`config.mk`:
```
export PLATFORM = sky130hd
export DESIGN_NAME = radio_host_pins
export DESIGN_NICKNAME = d
export VERILOG_FILES = /design/src/radio_pkg.sv /design/src/byte_if.sv /design/src/uart_rx.sv /design/src/uart_tx.sv /design/src/radio_host_pins.sv
export VERILOG_INCLUDE_DIRS = /design/src
export SDC_FILE = /design/constraint.sdc
export NUM_CORES = 1
export LEC_CHECK = 0
export ABC_AREA = 1
export BUFFER_PORTS_ARGS = -buffer_cell sky130_fd_sc_hd__buf_2
export CELL_PAD_IN_SITES_DETAIL_PLACEMENT = 2
export CELL_PAD_IN_SITES_GLOBAL_PLACEMENT = 2
export CORE_ASPECT_RATIO = 0.6
export CORE_MARGIN = 1.5
export CORE_UTILIZATION = 35
export DETAILED_ROUTE_END_ITERATION = 8
export GPL_TIMING_DRIVEN = 0
export PLACE_DENSITY_LB_ADDON = 0.05
export SYNTH_ARGS = -nofsm -noshare
export SYNTH_HDL_FRONTEND = slang
export SYNTH_SLANG_ARGS = --single-unit
```
`constraint.sdc`:
```
create_clock -name clk_sys -period 5.9 [get_ports clk_sys]
set_input_delay 0.295 -clock clk_sys [delete_from_list [all_inputs] [get_ports clk_sys]]
set_output_delay 0.295 -clock clk_sys [all_outputs]
set_load 0.02 [all_outputs]
```
`src/radio_cfg.svh`:
```
// constants for the radio host pin block
`ifndef RADIO_CFG_SVH
`define RADIO_CFG_SVH
// ****************************************
// timing
// ****************************************
`define RADIO_CLK_HZ 100000000
`define RADIO_BAUD 115200
`define RADIO_BIT_CYCLES ((`RADIO_CLK_HZ + `RADIO_BAUD / 2) / `RADIO_BAUD)
`define RADIO_ACK_WAIT_US 20
`define RADIO_ACK_WAIT_CYCLES (`RADIO_ACK_WAIT_US * (`RADIO_CLK_HZ / 1000000))
`define RADIO_PB_GAP_MS 500
`define RADIO_PB_GAP_CYCLES (`RADIO_PB_GAP_MS * (`RADIO_CLK_HZ / 1000))
`define RADIO_FLASH_MS 1000
`define RADIO_FLASH_CYCLES (`RADIO_FLASH_MS * (`RADIO_CLK_HZ / 1000))
// ****************************************
// register offsets (byte addresses)
// ****************************************
`define RADIO_REG_CTRL 8'h00
`define RADIO_REG_FMASK 8'h04
`define RADIO_REG_STATUS 8'h08
`define RADIO_REG_IMASK 8'h0c
`define RADIO_REG_CMD 8'h10
`define RADIO_REG_REPLY 8'h14
`define RADIO_REG_LINES 8'h18
// ****************************************
// fields and reset values
// ****************************************
`define RADIO_CTRL_ACKEN 0
`define RADIO_CTRL_RETRY_LSB 8
`define RADIO_CMD_VALID 8
`define RADIO_EV_W 7
`define RADIO_EV_CMD 0
`define RADIO_EV_TXDONE 1
`define RADIO_EV_RETRY 2
`define RADIO_EV_FRAME 3
`define RADIO_EV_OVR 4
`define RADIO_EV_JOIN 5
`define RADIO_EV_DEFAULT 6
`define RADIO_ACKEN_RST 1'h0
`define RADIO_RETRY_RST 4'h3
`define RADIO_FMASK_RST 7'h1c
`define RADIO_PB_JOIN_PRESSES 3'h2
`define RADIO_PB_DEFAULT_PRESSES 3'h4
// pin vector order: serial, select, sleep_n, button
`define RADIO_PIN_SER 3
`define RADIO_PIN_CMD 2
`define RADIO_PIN_SLP 1
`define RADIO_PIN_BTN 0
`define RADIO_PIN_RST 4'ha
`endif

```
`src/radio_pkg.sv`:
```
// types shared by the radio host pin block
package radio_pkg;
   typedef enum logic [1:0] {
      TX_IDLE = 2'b00,
      TX_SEND = 2'b01,
      TX_WAIT = 2'b10
   } txfsm_type;
endpackage

```
`src/byte_if.sv`:
```
// byte stream carrier between the serial engines and the core
`timescale 1ns/1ps
interface byte_if;
   logic valid;
   logic ready;
   logic [7:0] data;
   modport src (output valid, output data, input ready);
   modport snk (input valid, input data, output ready);
endinterface

```
`src/uart_rx.sv`:
```
// serial byte receiver, 8n1, on an already synchronised line
`timescale 1ns/1ps
`include "radio_cfg.svh"
module uart_rx (
   input wire logic clk_sys,
   input wire logic resetn,
   input wire logic serialLevel,
   byte_if.src rxOut,
   output logic frameError
);
   logic busy;
   logic [3:0] bitIdx;
   logic [9:0] cnt;
   logic [7:0] shift;
   logic valid;
   wire tick = busy && (cnt == 10'h000);
   assign rxOut.valid = valid;
   assign rxOut.data = shift;
   // ****************************************
   // sampling at bit centres
   // ****************************************
   always_ff @(posedge clk_sys or negedge resetn) begin
      if (!resetn) begin
         busy <= 1'b0;
         bitIdx <= 4'h0;
         cnt <= 10'h000;
         shift <= 8'h00;
         valid <= 1'b0;
         frameError <= 1'b0;
      end else begin
         valid <= 1'b0;
         frameError <= 1'b0;
         if (!busy) begin
            if (!serialLevel) begin
               busy <= 1'b1;
               bitIdx <= 4'h0;
               cnt <= 10'(`RADIO_BIT_CYCLES / 2);
            end
         end else if (!tick) begin
            cnt <= cnt - 10'h001;
         end else begin
            cnt <= 10'(`RADIO_BIT_CYCLES - 1);
            bitIdx <= bitIdx + 4'h1;
            // glitch on start bit is dropped silently
            if (bitIdx == 4'h0 && serialLevel) begin
               busy <= 1'b0;
            end else if (bitIdx >= 4'h1 && bitIdx <= 4'h8) begin
               shift <= {serialLevel, shift[7:1]};
            end else if (bitIdx == 4'h9) begin
               busy <= 1'b0;
               valid <= serialLevel && rxOut.ready;
               frameError <= !serialLevel;
            end
         end
      end
   end
endmodule

```
`src/uart_tx.sv`:
```
// serial byte transmitter, 8n1
`timescale 1ns/1ps
`include "radio_cfg.svh"
module uart_tx (
   input wire logic clk_sys,
   input wire logic resetn,
   byte_if.snk txIn,
   output logic serialLine
);
   logic busy;
   logic [3:0] bitIdx;
   logic [9:0] cnt;
   logic [9:0] shift;
   assign txIn.ready = !busy;
   always_ff @(posedge clk_sys or negedge resetn) begin
      if (!resetn) begin
         busy <= 1'b0;
         bitIdx <= 4'h0;
         cnt <= 10'h000;
         shift <= 10'h3ff;
         serialLine <= 1'b1;
      end else if (!busy) begin
         serialLine <= 1'b1;
         if (txIn.valid) begin
            busy <= 1'b1;
            bitIdx <= 4'h0;
            cnt <= 10'(`RADIO_BIT_CYCLES - 1);
            shift <= {1'b1, txIn.data, 1'b0};
            serialLine <= 1'b0;
         end
      end else if (cnt != 10'h000) begin
         cnt <= cnt - 10'h001;
      end else begin
         cnt <= 10'(`RADIO_BIT_CYCLES - 1);
         bitIdx <= bitIdx + 4'h1;
         shift <= {1'b1, shift[9:1]};
         serialLine <= shift[1];
         if (bitIdx == 4'h9) begin
            busy <= 1'b0;
            serialLine <= 1'b1;
         end
      end
   end
endmodule

```
`src/radio_host_pins.sv`:
```
// host pin block of the packet radio: serial lines, status lines, registers
//
// Design decisions made here: the register offsets and the Wishbone register port.
`timescale 1ns/1ps
`include "radio_cfg.svh"
module radio_host_pins #(
   parameter int unsigned PB_GAP_CYCLES = `RADIO_PB_GAP_CYCLES,
   parameter int unsigned FLASH_CYCLES = `RADIO_FLASH_CYCLES
) (
   input wire logic clk_sys,
   input wire logic resetn,
   input wire logic wb_cyc_i,
   input wire logic wb_stb_i,
   input wire logic wb_we_i,
   input wire logic [7:0] wb_adr_i,
   input wire logic [3:0] wb_sel_i,
   input wire logic [31:0] wb_dat_i,
   output logic [31:0] wb_dat_o,
   output logic wb_ack_o,
   output logic irq,
   input wire logic serialIn,
   input wire logic cmdSelect,
   input wire logic sleepReq_n,
   input wire logic button_input,
   output logic serialOut,
   output logic reply_flag_n,
   output logic fault_line,
   output logic clearToSend_n,
   output logic tx_buffer_empty,
   output logic activity_indicator,
   output logic rx_amp_enable,
   output logic tx_amp_enable,
   output logic [7:0] airTxData,
   output logic airTxValid,
   input wire logic airTxReady,
   input wire logic airAckSeen,
   input wire logic airReceiving,
   input wire logic [7:0] airRxData,
   input wire logic airRxValid,
   output logic airRxReady
);
   // ****************************************
   // pin synchronisers and serial engines
   // ****************************************
   logic [3:0] pinS1, pinS2, pinS3, pinState;
   wire [3:0] pinRaw = {serialIn, cmdSelect, sleepReq_n, button_input};
   always_ff @(posedge clk_sys or negedge resetn) begin
      if (!resetn) begin
         {pinS1, pinS2, pinS3, pinState} <= {4{`RADIO_PIN_RST}};
      end else begin
         {pinS3, pinS2, pinS1} <= {pinS2, pinS1, pinRaw};
         // a bit moves only once two stages agree
         pinState <= (pinS2 & pinS3) | (pinState & (pinS2 ^ pinS3));
      end
   end
   wire awake = pinState[`RADIO_PIN_SLP];
   wire selData = pinState[`RADIO_PIN_CMD];
   wire btn = pinState[`RADIO_PIN_BTN];
   byte_if rxBus ();
   byte_if txBus ();
   logic frameErr;
   uart_rx rxEngine (.clk_sys(clk_sys), .resetn(resetn),
      .serialLevel(pinState[`RADIO_PIN_SER]), .rxOut(rxBus), .frameError(frameErr));
   uart_tx txEngine (.clk_sys(clk_sys), .resetn(resetn), .txIn(txBus),
      .serialLine(serialOut));
   assign rxBus.ready = awake;
   // ****************************************
   // bus decode and byte routing
   // ****************************************
   wire wbHit = wb_cyc_i && wb_stb_i && !wb_ack_o;
   wire wrLo = wbHit && wb_we_i && wb_sel_i[0];
   wire wrHi = wbHit && wb_we_i && wb_sel_i[1];
   wire rdHit = wbHit && !wb_we_i;
   wire selCtrl = wb_adr_i == `RADIO_REG_CTRL;
   wire selFmask = wb_adr_i == `RADIO_REG_FMASK;
   wire selStatus = wb_adr_i == `RADIO_REG_STATUS;
   wire selImask = wb_adr_i == `RADIO_REG_IMASK;
   wire selCmd = wb_adr_i == `RADIO_REG_CMD;
   wire selReply = wb_adr_i == `RADIO_REG_REPLY;
   wire selLines = wb_adr_i == `RADIO_REG_LINES;
   logic ackEnable;
   logic [3:0] retryLimit;
   logic [6:0] faultMask, irqMask, status;
   logic [7:0] cmdByte, payByte, replyByte, airHold;
   logic cmdValid, payValid, replyValid, airHoldValid;
   logic [2:0] pressCount;
   radio_pkg::txfsm_type txState;
   wire statusClr = rdHit && selStatus;
   wire cmdPop = rdHit && selCmd;
   wire toCmd = rxBus.valid && !selData;
   wire toPay = rxBus.valid && selData;
   wire cmdOvr = toCmd && cmdValid && !cmdPop;
   wire payOvr = toPay && payValid;
   wire replyOvr = wrLo && selReply && replyValid;
   logic txDone, retryFail, joinEv, defaultEv;
   wire [6:0] events = {defaultEv, joinEv, cmdOvr || payOvr || replyOvr,
      frameErr && awake, retryFail, txDone, toCmd && !cmdOvr};
   always_ff @(posedge clk_sys or negedge resetn) begin
      if (!resetn) begin
         cmdValid <= 1'b0;
         cmdByte <= 8'h00;
      end else if (toCmd && !cmdOvr) begin
         cmdValid <= 1'b1;
         cmdByte <= rxBus.data;
      end else if (cmdPop) begin
         cmdValid <= 1'b0;
      end
   end
   // ****************************************
   // over-air send with retries, serial output sharing
   // ****************************************
   logic [10:0] waitCnt;
   logic [3:0] retries;
   wire waitDone = waitCnt == 11'(`RADIO_ACK_WAIT_CYCLES - 1);
   assign airTxData = payByte;
   assign airTxValid = txState == radio_pkg::TX_SEND;
   assign txDone = awake && ((airTxValid && airTxReady && !ackEnable) ||
      (txState == radio_pkg::TX_WAIT && airAckSeen));
   assign retryFail = awake && txState == radio_pkg::TX_WAIT && !airAckSeen &&
      waitDone && retries == retryLimit;
   always_ff @(posedge clk_sys or negedge resetn) begin
      if (!resetn) begin
         txState <= radio_pkg::TX_IDLE;
         {payValid, payByte} <= 9'h000;
         {waitCnt, retries} <= 15'h0000;
      end else begin
         if (toPay && !payValid) begin
            payValid <= 1'b1;
            payByte <= rxBus.data;
         end
         if (!awake) begin
            txState <= radio_pkg::TX_IDLE;
         end else begin
            unique case (txState)
               radio_pkg::TX_IDLE: begin
                  retries <= 4'h0;
                  if (payValid) begin
                     txState <= radio_pkg::TX_SEND;
                  end
               end
               radio_pkg::TX_SEND: begin
                  waitCnt <= 11'h000;
                  if (airTxReady) begin
                     txState <= ackEnable ? radio_pkg::TX_WAIT : radio_pkg::TX_IDLE;
                     payValid <= ackEnable;
                  end
               end
               radio_pkg::TX_WAIT: begin
                  waitCnt <= waitCnt + 11'h001;
                  if (airAckSeen || retryFail) begin
                     txState <= radio_pkg::TX_IDLE;
                     payValid <= 1'b0;
                  end else if (waitDone) begin
                     retries <= retries + 4'h1;
                     txState <= radio_pkg::TX_SEND;
                  end
               end
               default: begin
                  txState <= radio_pkg::TX_IDLE;
               end
            endcase
         end
      end
   end
   assign txBus.valid = replyValid || airHoldValid;
   assign txBus.data = replyValid ? replyByte : airHold;
   assign airRxReady = awake && !airHoldValid;
   wire txHs = txBus.valid && txBus.ready;
   always_ff @(posedge clk_sys or negedge resetn) begin
      if (!resetn) begin
         {replyValid, replyByte, airHoldValid, airHold} <= 18'h00000;
         reply_flag_n <= 1'b1;
      end else begin
         if (wrLo && selReply && !replyValid) begin
            replyValid <= 1'b1;
            replyByte <= wb_dat_i[7:0];
         end else if (txHs && replyValid) begin
            replyValid <= 1'b0;
         end
         if (airRxValid && airRxReady) begin
            airHoldValid <= 1'b1;
            airHold <= airRxData;
         end else if (txHs && !replyValid) begin
            airHoldValid <= 1'b0;
         end
         if (txHs) begin
            reply_flag_n <= !replyValid;
         end else if (txBus.ready) begin
            reply_flag_n <= 1'b1;
         end
      end
   end
   // ****************************************
   // button sequences and activity flash
   // ****************************************
   logic btnPrev;
   logic [26:0] gapCnt;
   wire gapEnd = !btn && pressCount != 3'h0 && gapCnt == 27'(PB_GAP_CYCLES - 1);
   assign joinEv = gapEnd && pressCount == `RADIO_PB_JOIN_PRESSES;
   assign defaultEv = gapEnd && pressCount == `RADIO_PB_DEFAULT_PRESSES;
   always_ff @(posedge clk_sys or negedge resetn) begin
      if (!resetn) begin
         {btnPrev, pressCount, gapCnt} <= 31'h00000000;
      end else begin
         btnPrev <= btn;
         if (btn || gapEnd) begin
            gapCnt <= 27'h0000000;
         end else if (pressCount != 3'h0) begin
            gapCnt <= gapCnt + 27'h0000001;
         end
         if (gapEnd || !awake) begin
            pressCount <= 3'h0;
         end else if (btn && !btnPrev && pressCount != 3'h7) begin
            pressCount <= pressCount + 3'h1;
         end
      end
   end
   logic [26:0] flashCnt;
   wire busy = txState != radio_pkg::TX_IDLE || payValid;
   wire [26:0] onLimit = busy ? 27'(FLASH_CYCLES / 2) : 27'(FLASH_CYCLES / 16);
   always_ff @(posedge clk_sys or negedge resetn) begin
      if (!resetn) begin
         {flashCnt, activity_indicator} <= 28'h0000000;
      end else begin
         flashCnt <= (flashCnt == 27'(FLASH_CYCLES - 1)) ? 27'h0000000 :
            flashCnt + 27'h0000001;
         activity_indicator <= awake && flashCnt < onLimit;
      end
   end
   // ****************************************
   // status lines and registers
   // ****************************************
   always_ff @(posedge clk_sys or negedge resetn) begin
      if (!resetn) begin
         {clearToSend_n, tx_buffer_empty} <= 2'h3;
         {rx_amp_enable, tx_amp_enable, fault_line, irq} <= 4'h0;
      end else begin
         clearToSend_n <= !(awake && !payValid && !cmdValid);
         tx_buffer_empty <= !payValid && txState == radio_pkg::TX_IDLE;
         rx_amp_enable <= awake && airReceiving && txState != radio_pkg::TX_SEND;
         tx_amp_enable <= awake && txState == radio_pkg::TX_SEND;
         fault_line <= |(status & faultMask);
         irq <= |(status & irqMask);
      end
   end
   wire [31:0] lineWord = {22'h000000, pressCount, txState, !awake, selData,
      clearToSend_n, tx_buffer_empty, reply_flag_n};
   wire [31:0] readWord =
      selCtrl ? {20'h00000, retryLimit, 7'h00, ackEnable} :
      selFmask ? {25'h0000000, faultMask} :
      selStatus ? {25'h0000000, status} :
      selImask ? {25'h0000000, irqMask} :
      selCmd ? {23'h000000, cmdValid, cmdByte} :
      selReply ? {31'h00000000, replyValid} :
      selLines ? lineWord : 32'h00000000;
   always_ff @(posedge clk_sys or negedge resetn) begin
      if (!resetn) begin
         ackEnable <= `RADIO_ACKEN_RST;
         retryLimit <= `RADIO_RETRY_RST;
         faultMask <= `RADIO_FMASK_RST;
         {irqMask, status} <= 14'h0000;
         {wb_ack_o, wb_dat_o} <= 33'h000000000;
      end else begin
         wb_ack_o <= wbHit;
         wb_dat_o <= rdHit ? readWord : 32'h00000000;
         if (wrLo && selCtrl) ackEnable <= wb_dat_i[`RADIO_CTRL_ACKEN];
         if (wrHi && selCtrl) retryLimit <= wb_dat_i[`RADIO_CTRL_RETRY_LSB +: 4];
         if (wrLo && selFmask) faultMask <= wb_dat_i[6:0];
         if (wrLo && selImask) irqMask <= wb_dat_i[6:0];
         // new events win over the read clear
         status <= (status & {7{!statusClr}}) | events;
      end
   end
endmodule

```
### After elaboration in Yosys (flattened, before gate mapping)

Cells that the tools add are included.

* register bits after elaboration: 225
* bits of input ports: 65
* output and inout bits: 52
* logic and storage cells: 273

* add/sub/neg operators: 9
* order comparisons: 3
* eq/ne operators: 27
* multiplexer cells: 78
* bitwise logic cells: 9
* reduce and logical (&&, ||, !) cells: 102

Operators with widths (count)
* 10-bit 2-to-1 mux: 15
* 27-bit 2-to-1 mux: 3
* 27-bit by 1-bit adder with 27-bit output (second input constant): 2
* 1-bit logical AND: 53
* 1-bit 2-to-1 mux: 36
* 4-bit 2-to-1 mux: 8
* 27-bit by 26-bit == test with 1-bit output (second input constant): 1
* 27-bit == test (second input constant): 1
* 27-bit by 26-bit less-than comparator with 1-bit output: 1
* 26-bit 2-to-1 mux: 1
* 8-bit by 5-bit == test with 1-bit output (second input constant): 3
* 12-bit 2-to-1 mux: 2
* 11-bit case mux with 2 select lines: 1
* 7-bit AND: 3
* 10-bit by 1-bit subtractor with 10-bit output (second input constant): 2
* 1-bit logical NOT: 18
* 2-bit nonzero test: 9
* 8-bit by 4-bit == test with 1-bit output (second input constant): 2
* 7-bit OR reduction: 2
* 4-bit by 1-bit adder with 4-bit output (second input constant): 3
* 2-bit 2-to-1 mux: 6
* 11-bit by 1-bit adder with 11-bit output (second input constant): 1
* 11-bit == test (second input constant): 1
* 10-bit logical NOT: 1
* other kinds (33): 53

### Logic depth before layout (Yosys ltp)

* depth in word-level cells: 9
* gate-level depth with buffers: 14
* depth with buffers taken out: 14

### Hierarchy

A second synthesis with hierarchy kept.

* cell total of the unflattened synthesis: 1495
* area, all modules: 12026.5 µm²

Modules (own cells, without submodules)
* radio_host_pins: instances 1, cells each 1147, area each 9268.9 µm², seq. area each 4374.2 µm²
* uart_tx: instances 1, cells each 183, area each 1396.3 µm², seq. area each 611.8 µm²
* uart_rx: instances 1, cells each 165, area each 1361.3 µm², seq. area each 625.6 µm²

### Least setup slack after synthesis

No wires, ideal clock.

* path kind: reg2reg
* start point: reg txState[0]
* end point: reg activity_indicator
* setup time: 117 ps
* arrival: 1793 ps
* data required time: 5783 ps
* slack: 3991 ps
* stages on the path, launching flop included: 15
* path buffers: 0
* clock period less this slack: 1909 ps
* cells stage by stage: dfrtp_1 > inv_1 > ha_1 > nand2_2 > inv_1 > ha_1 > inv_1 > nor2_1 > nand2_1 > nor2_1 > nand2_1 > nor2_1 > nand2_1 > nand3_1 > nor2_1

* cells in the longest elaborated chain, start to end: 5

RTL lines
* from (decl): RTL line radio_host_pins.sv:87 `radio_pkg::txfsm_type txState;`
* from (signal assigned): RTL line radio_host_pins.sv:123 `txState <= radio_pkg::TX_IDLE;`
* from (signal assigned): RTL line radio_host_pins.sv:132 `txState <= radio_pkg::TX_IDLE;`
* from (signal assigned): RTL line radio_host_pins.sv:138 `txState <= radio_pkg::TX_SEND;`
* 2-bit nonzero test: RTL line radio_host_pins.sv:219 `wire busy = txState != radio_pkg::TX_IDLE || payValid;`
* 1-bit logical OR: RTL line radio_host_pins.sv:219
* 26-bit 2-to-1 mux: RTL line radio_host_pins.sv:220 `wire [26:0] onLimit = busy ? 27'(FLASH_CYCLES / 2) : 27'(FLASH_CYCLES / 16);`
* 27-bit by 26-bit less-than comparator with 1-bit output: RTL line radio_host_pins.sv:227 `activity_indicator <= awake && flashCnt < onLimit;`
* 1-bit logical AND: RTL line radio_host_pins.sv:227
* to (signal assigned): RTL line radio_host_pins.sv:227
* to (decl): RTL line radio_host_pins.sv:30 `output logic activity_indicator,`

No other way between the ends.
A chain may end at the register's enable or synchronous reset.

### Worst setup path after layout

Ends and elaborated chain as after synthesis.

==> impl_metrics.ini <==
[status]
status = complete, no violations

[critical_path]
cp.required_ps = 6300
reg2reg_depth = 14
r2r-start = txState[0]$_DFFE_PN0P_
setup.worst_path.class = flop to flop
critPathArrivalTime_ps = 2840
timing.rr.end = activity_indicator$_DFF_PN0_
path_max_fanout = 14
critPathLaunchType = flop
endpoint_kind = flop
reg2reg_slack_ps = 3460

[routing]
avgRoutedWirePerCell_um = 18.68
postRouteAntennaNets = 0
viasPerCell = 4.914
drt_iter0_drc = 508
firstDrtPassIters = 4
route.final.wire_length_mm = 37.09
drcViolationCount = 0
vias = 9755

[min_path]
holdPathEnd = retryLimit[0]$_DFFE_PN1P_
holdPathStages = 3
hold_path.class = primary input to flop
min_from = wb_dat_i[8]

[cells_and_area]
fin_nets = 1611
seqCellArea_mm2 = 0.005612
finish.instance_area_mm2 = 0.01369
multi_input_area_mm2 = 0.005132
drive_gt1_share_pct = 18.44
area_growth_pct = 17.14
n_fill_cell = 3642
num_antenna_cells = 0

[clock_tree]
root_buffer = clkbuf_16
clock-sinks = 223
cts_max_level = 1
cts_tree = done
cts_made_buffers = 25
cts_setup_buffers = 0
ctsHoldBuffers = 13
clock_latency_ps = 530
clk_pin_slew_ps = 60
cts_buffer_depth = 3
cts_resized = 0

[placement]
dp_hpwl_mm = 28.30
place.gp.congestion = 0.8104
io_buffers = 74
dpl-instance-area_mm2 = 0.01276

[timing]
max_freq_mhz = 410.7
rsz0062_at_grt = false
min_period_ps = 2435
timing.final.crit_share_pct = 41.27
maxSlewHeadroom_pct = 44.97
setup_viol = 0
whs_ps = 18.05
tns_ps = 0
fin_worst_skew_ps = 18.62
tightest_slew_ps = 825.5
drv_slew = 0
hold_viol = 0

[global_routing]
grt_pass1_vias = 10470
grt_busiest_layer = met2
grtUsageMet1_pct = 33.38
grt_use_met2_pct = 34.01
grt_pass1_wl_mm = 59.44
use_met3_pct = 2.768
grt_max_degree = 105
antenna_found_initial = 1
grt-ovfl-total = 0
grt.total_usage_pct = 22.13

[power_and_ir_drop]
finalPower_mw = 3.602
p_leak_nw = 6.531
ir_drop_v = 0.0001848
p_per_area_mw_per_mm2 = 263.1

[floorplanning]
fp.dieArea_mm2 = 0.03453
initial_core_util_pct = 35.77
fp-row-count = 51
core_area_mm2 = 0.03267
pin_count = 117
die_width_um = 238.9
die_height_um = 144.5

[synthesis]
synth_top_cells_by_count = 313 x nand2_1, 198 x dfrtp_1, 177 x inv_1
syn_avg_cell_area_um2 = 8.456
ys.flop_type = dfrtp_1
synth_cell_types = 62
syn-instance-count = 1382
yosysSeqAreaShare_pct = 48.02
synth_area_leader_cell = dfrtp_1
synth_most_common_cell = nand2_1
synthArstFlopShare_pct = 100.0
synth_top_area_share_pct = 42.40
ys_ff_latch = 223
synth_edf_count = 0
yosys_warnings = 0
synth_area_leaders = dfrtp_1 42%, nand2_1 10%, inv_1 5.7%
synthesis.area_mm2 = 0.01169

[run]
maxCapViolations = 0
## cell usage in the layout, fill, tap and decap left out, types with 5 or more instances in the layout
cell type      count
nand4_1           31
nor3_1            28
clkbuf_16         25
nor2_1           131
xor2_1            34
inv_1            177
nand2_1          313
o21ai_1           29
o21ai_0           60
conb_1            20
a21oi_1           30
nand2_2           14
nand3_1           70
nand3_2            9
clkbuf_1          16
buf_6              5
o211ai_1           9
clkinv_2           5
inv_2             17
o21ai_2           24
ha_1              29
xnor2_1            9
o22ai_1            6
buf_4             22
nor3_2             6
nor2_4            11
a21oi_2            5
dfstp_2           25
dlygate4sd3_1     13
dfrtp_1          198
buf_2             77
a21o_1             6
mux2_2             8
nor2_2             9
a31oi_1            8
## report_power, final
part	leakage, nW	switching, mW	internal (mW)
Combinational	3.24	0.297	0.120
Clock	0.395	0.660	0.921
Sequential	2.89	0.0337	1.57
## critical path, cell delays in order, from the launching register on
cell	delay, ps
dfrtp_1	480
inv_1	100
ha_1	290
nand2_2	290
inv_1	90
ha_1	280
inv_1	40
nor2_1	130
nand2_1	70
nor2_1	150
nand2_1	100
nor2_1	100
nand2_1	60
nand3_1	60
nor2_1	60
## cell type report
class                   count  area share [%]
flip-flops and latches    223           40.99
multi-input cells         942           37.49
inverters                 197           5.411
clock buffers              38           5.219
repair buffers             89           4.131
well taps                 450           4.113
plain buffers              39           1.993
clock inverters             7          0.6489
## kinds of logic (layout without fill, tap and decap cells)
family,after synthesis,in the layout,share of synthesized area [%]
muxes,9,9,0.8566
buffers and inverters,236,370,8.672
AOI/OAI and AO/OA,198,198,10.45
xor gates and xnor gates,43,43,3.223
and+or+nand+nor,643,643,25.64
adders and majority gates,29,29,3.105
other,1,20,0.03209
DFF,223,223,48.02
## metal layers
metal / wire length (µm) / share of wire [%]
met1: 19550 / 53
met2: 15920 / 43
met3: 941 / 2.5
met4: 683 / 1.8
met5: 0 / 0
## flip-flops by register name, indices dropped and copies added (netlist names), 7 cells and up
name	cells
gapCnt	27
airHold	8
flashCnt	27
txEngine.cnt	10
txEngine.shift	8
irqMask	7
faultMask	7
waitCnt	11
airTxData	8
rxEngine.cnt	10
rxEngine.rxOut.data	8
cmdByte	8
status	7
wb_dat_o	12
replyByte	8
## how the worst max path moves through the flow
stage | start | endpoint | slack [ps]
4_1_cts | txState[0]$_DFFE_PN0P_ | activity_indicator$_DFF_PN0_ | 3400
3_3_place_gp | resetn | rxEngine.rxOut.data[5]$_DFFE_PN0P_ | 280
5_1_grt | txState[0]$_DFFE_PN0P_ | activity_indicator$_DFF_PN0_ | 3220
2_1_floorplan | txState[0]$_DFFE_PN0P_ | activity_indicator$_DFF_PN0_ | 3990
6_report | txState[0]$_DFFE_PN0P_ | activity_indicator$_DFF_PN0_ | 3460
3_5_place_dp | txState[0]$_DFFE_PN0P_ | activity_indicator$_DFF_PN0_ | 3450
## stage by stage
step	cells	setup WS (ps)	utilization, %
floorplan	1401	3991	-
global placement	1925	281.6	38.84
detailed placement	1927	3446	39.04
CTS	1985	3404	41.90
global route	1985	3222	41.90
finish	1985	3465	41.90
Note: power is estimated with default switching activity, not from simulation.
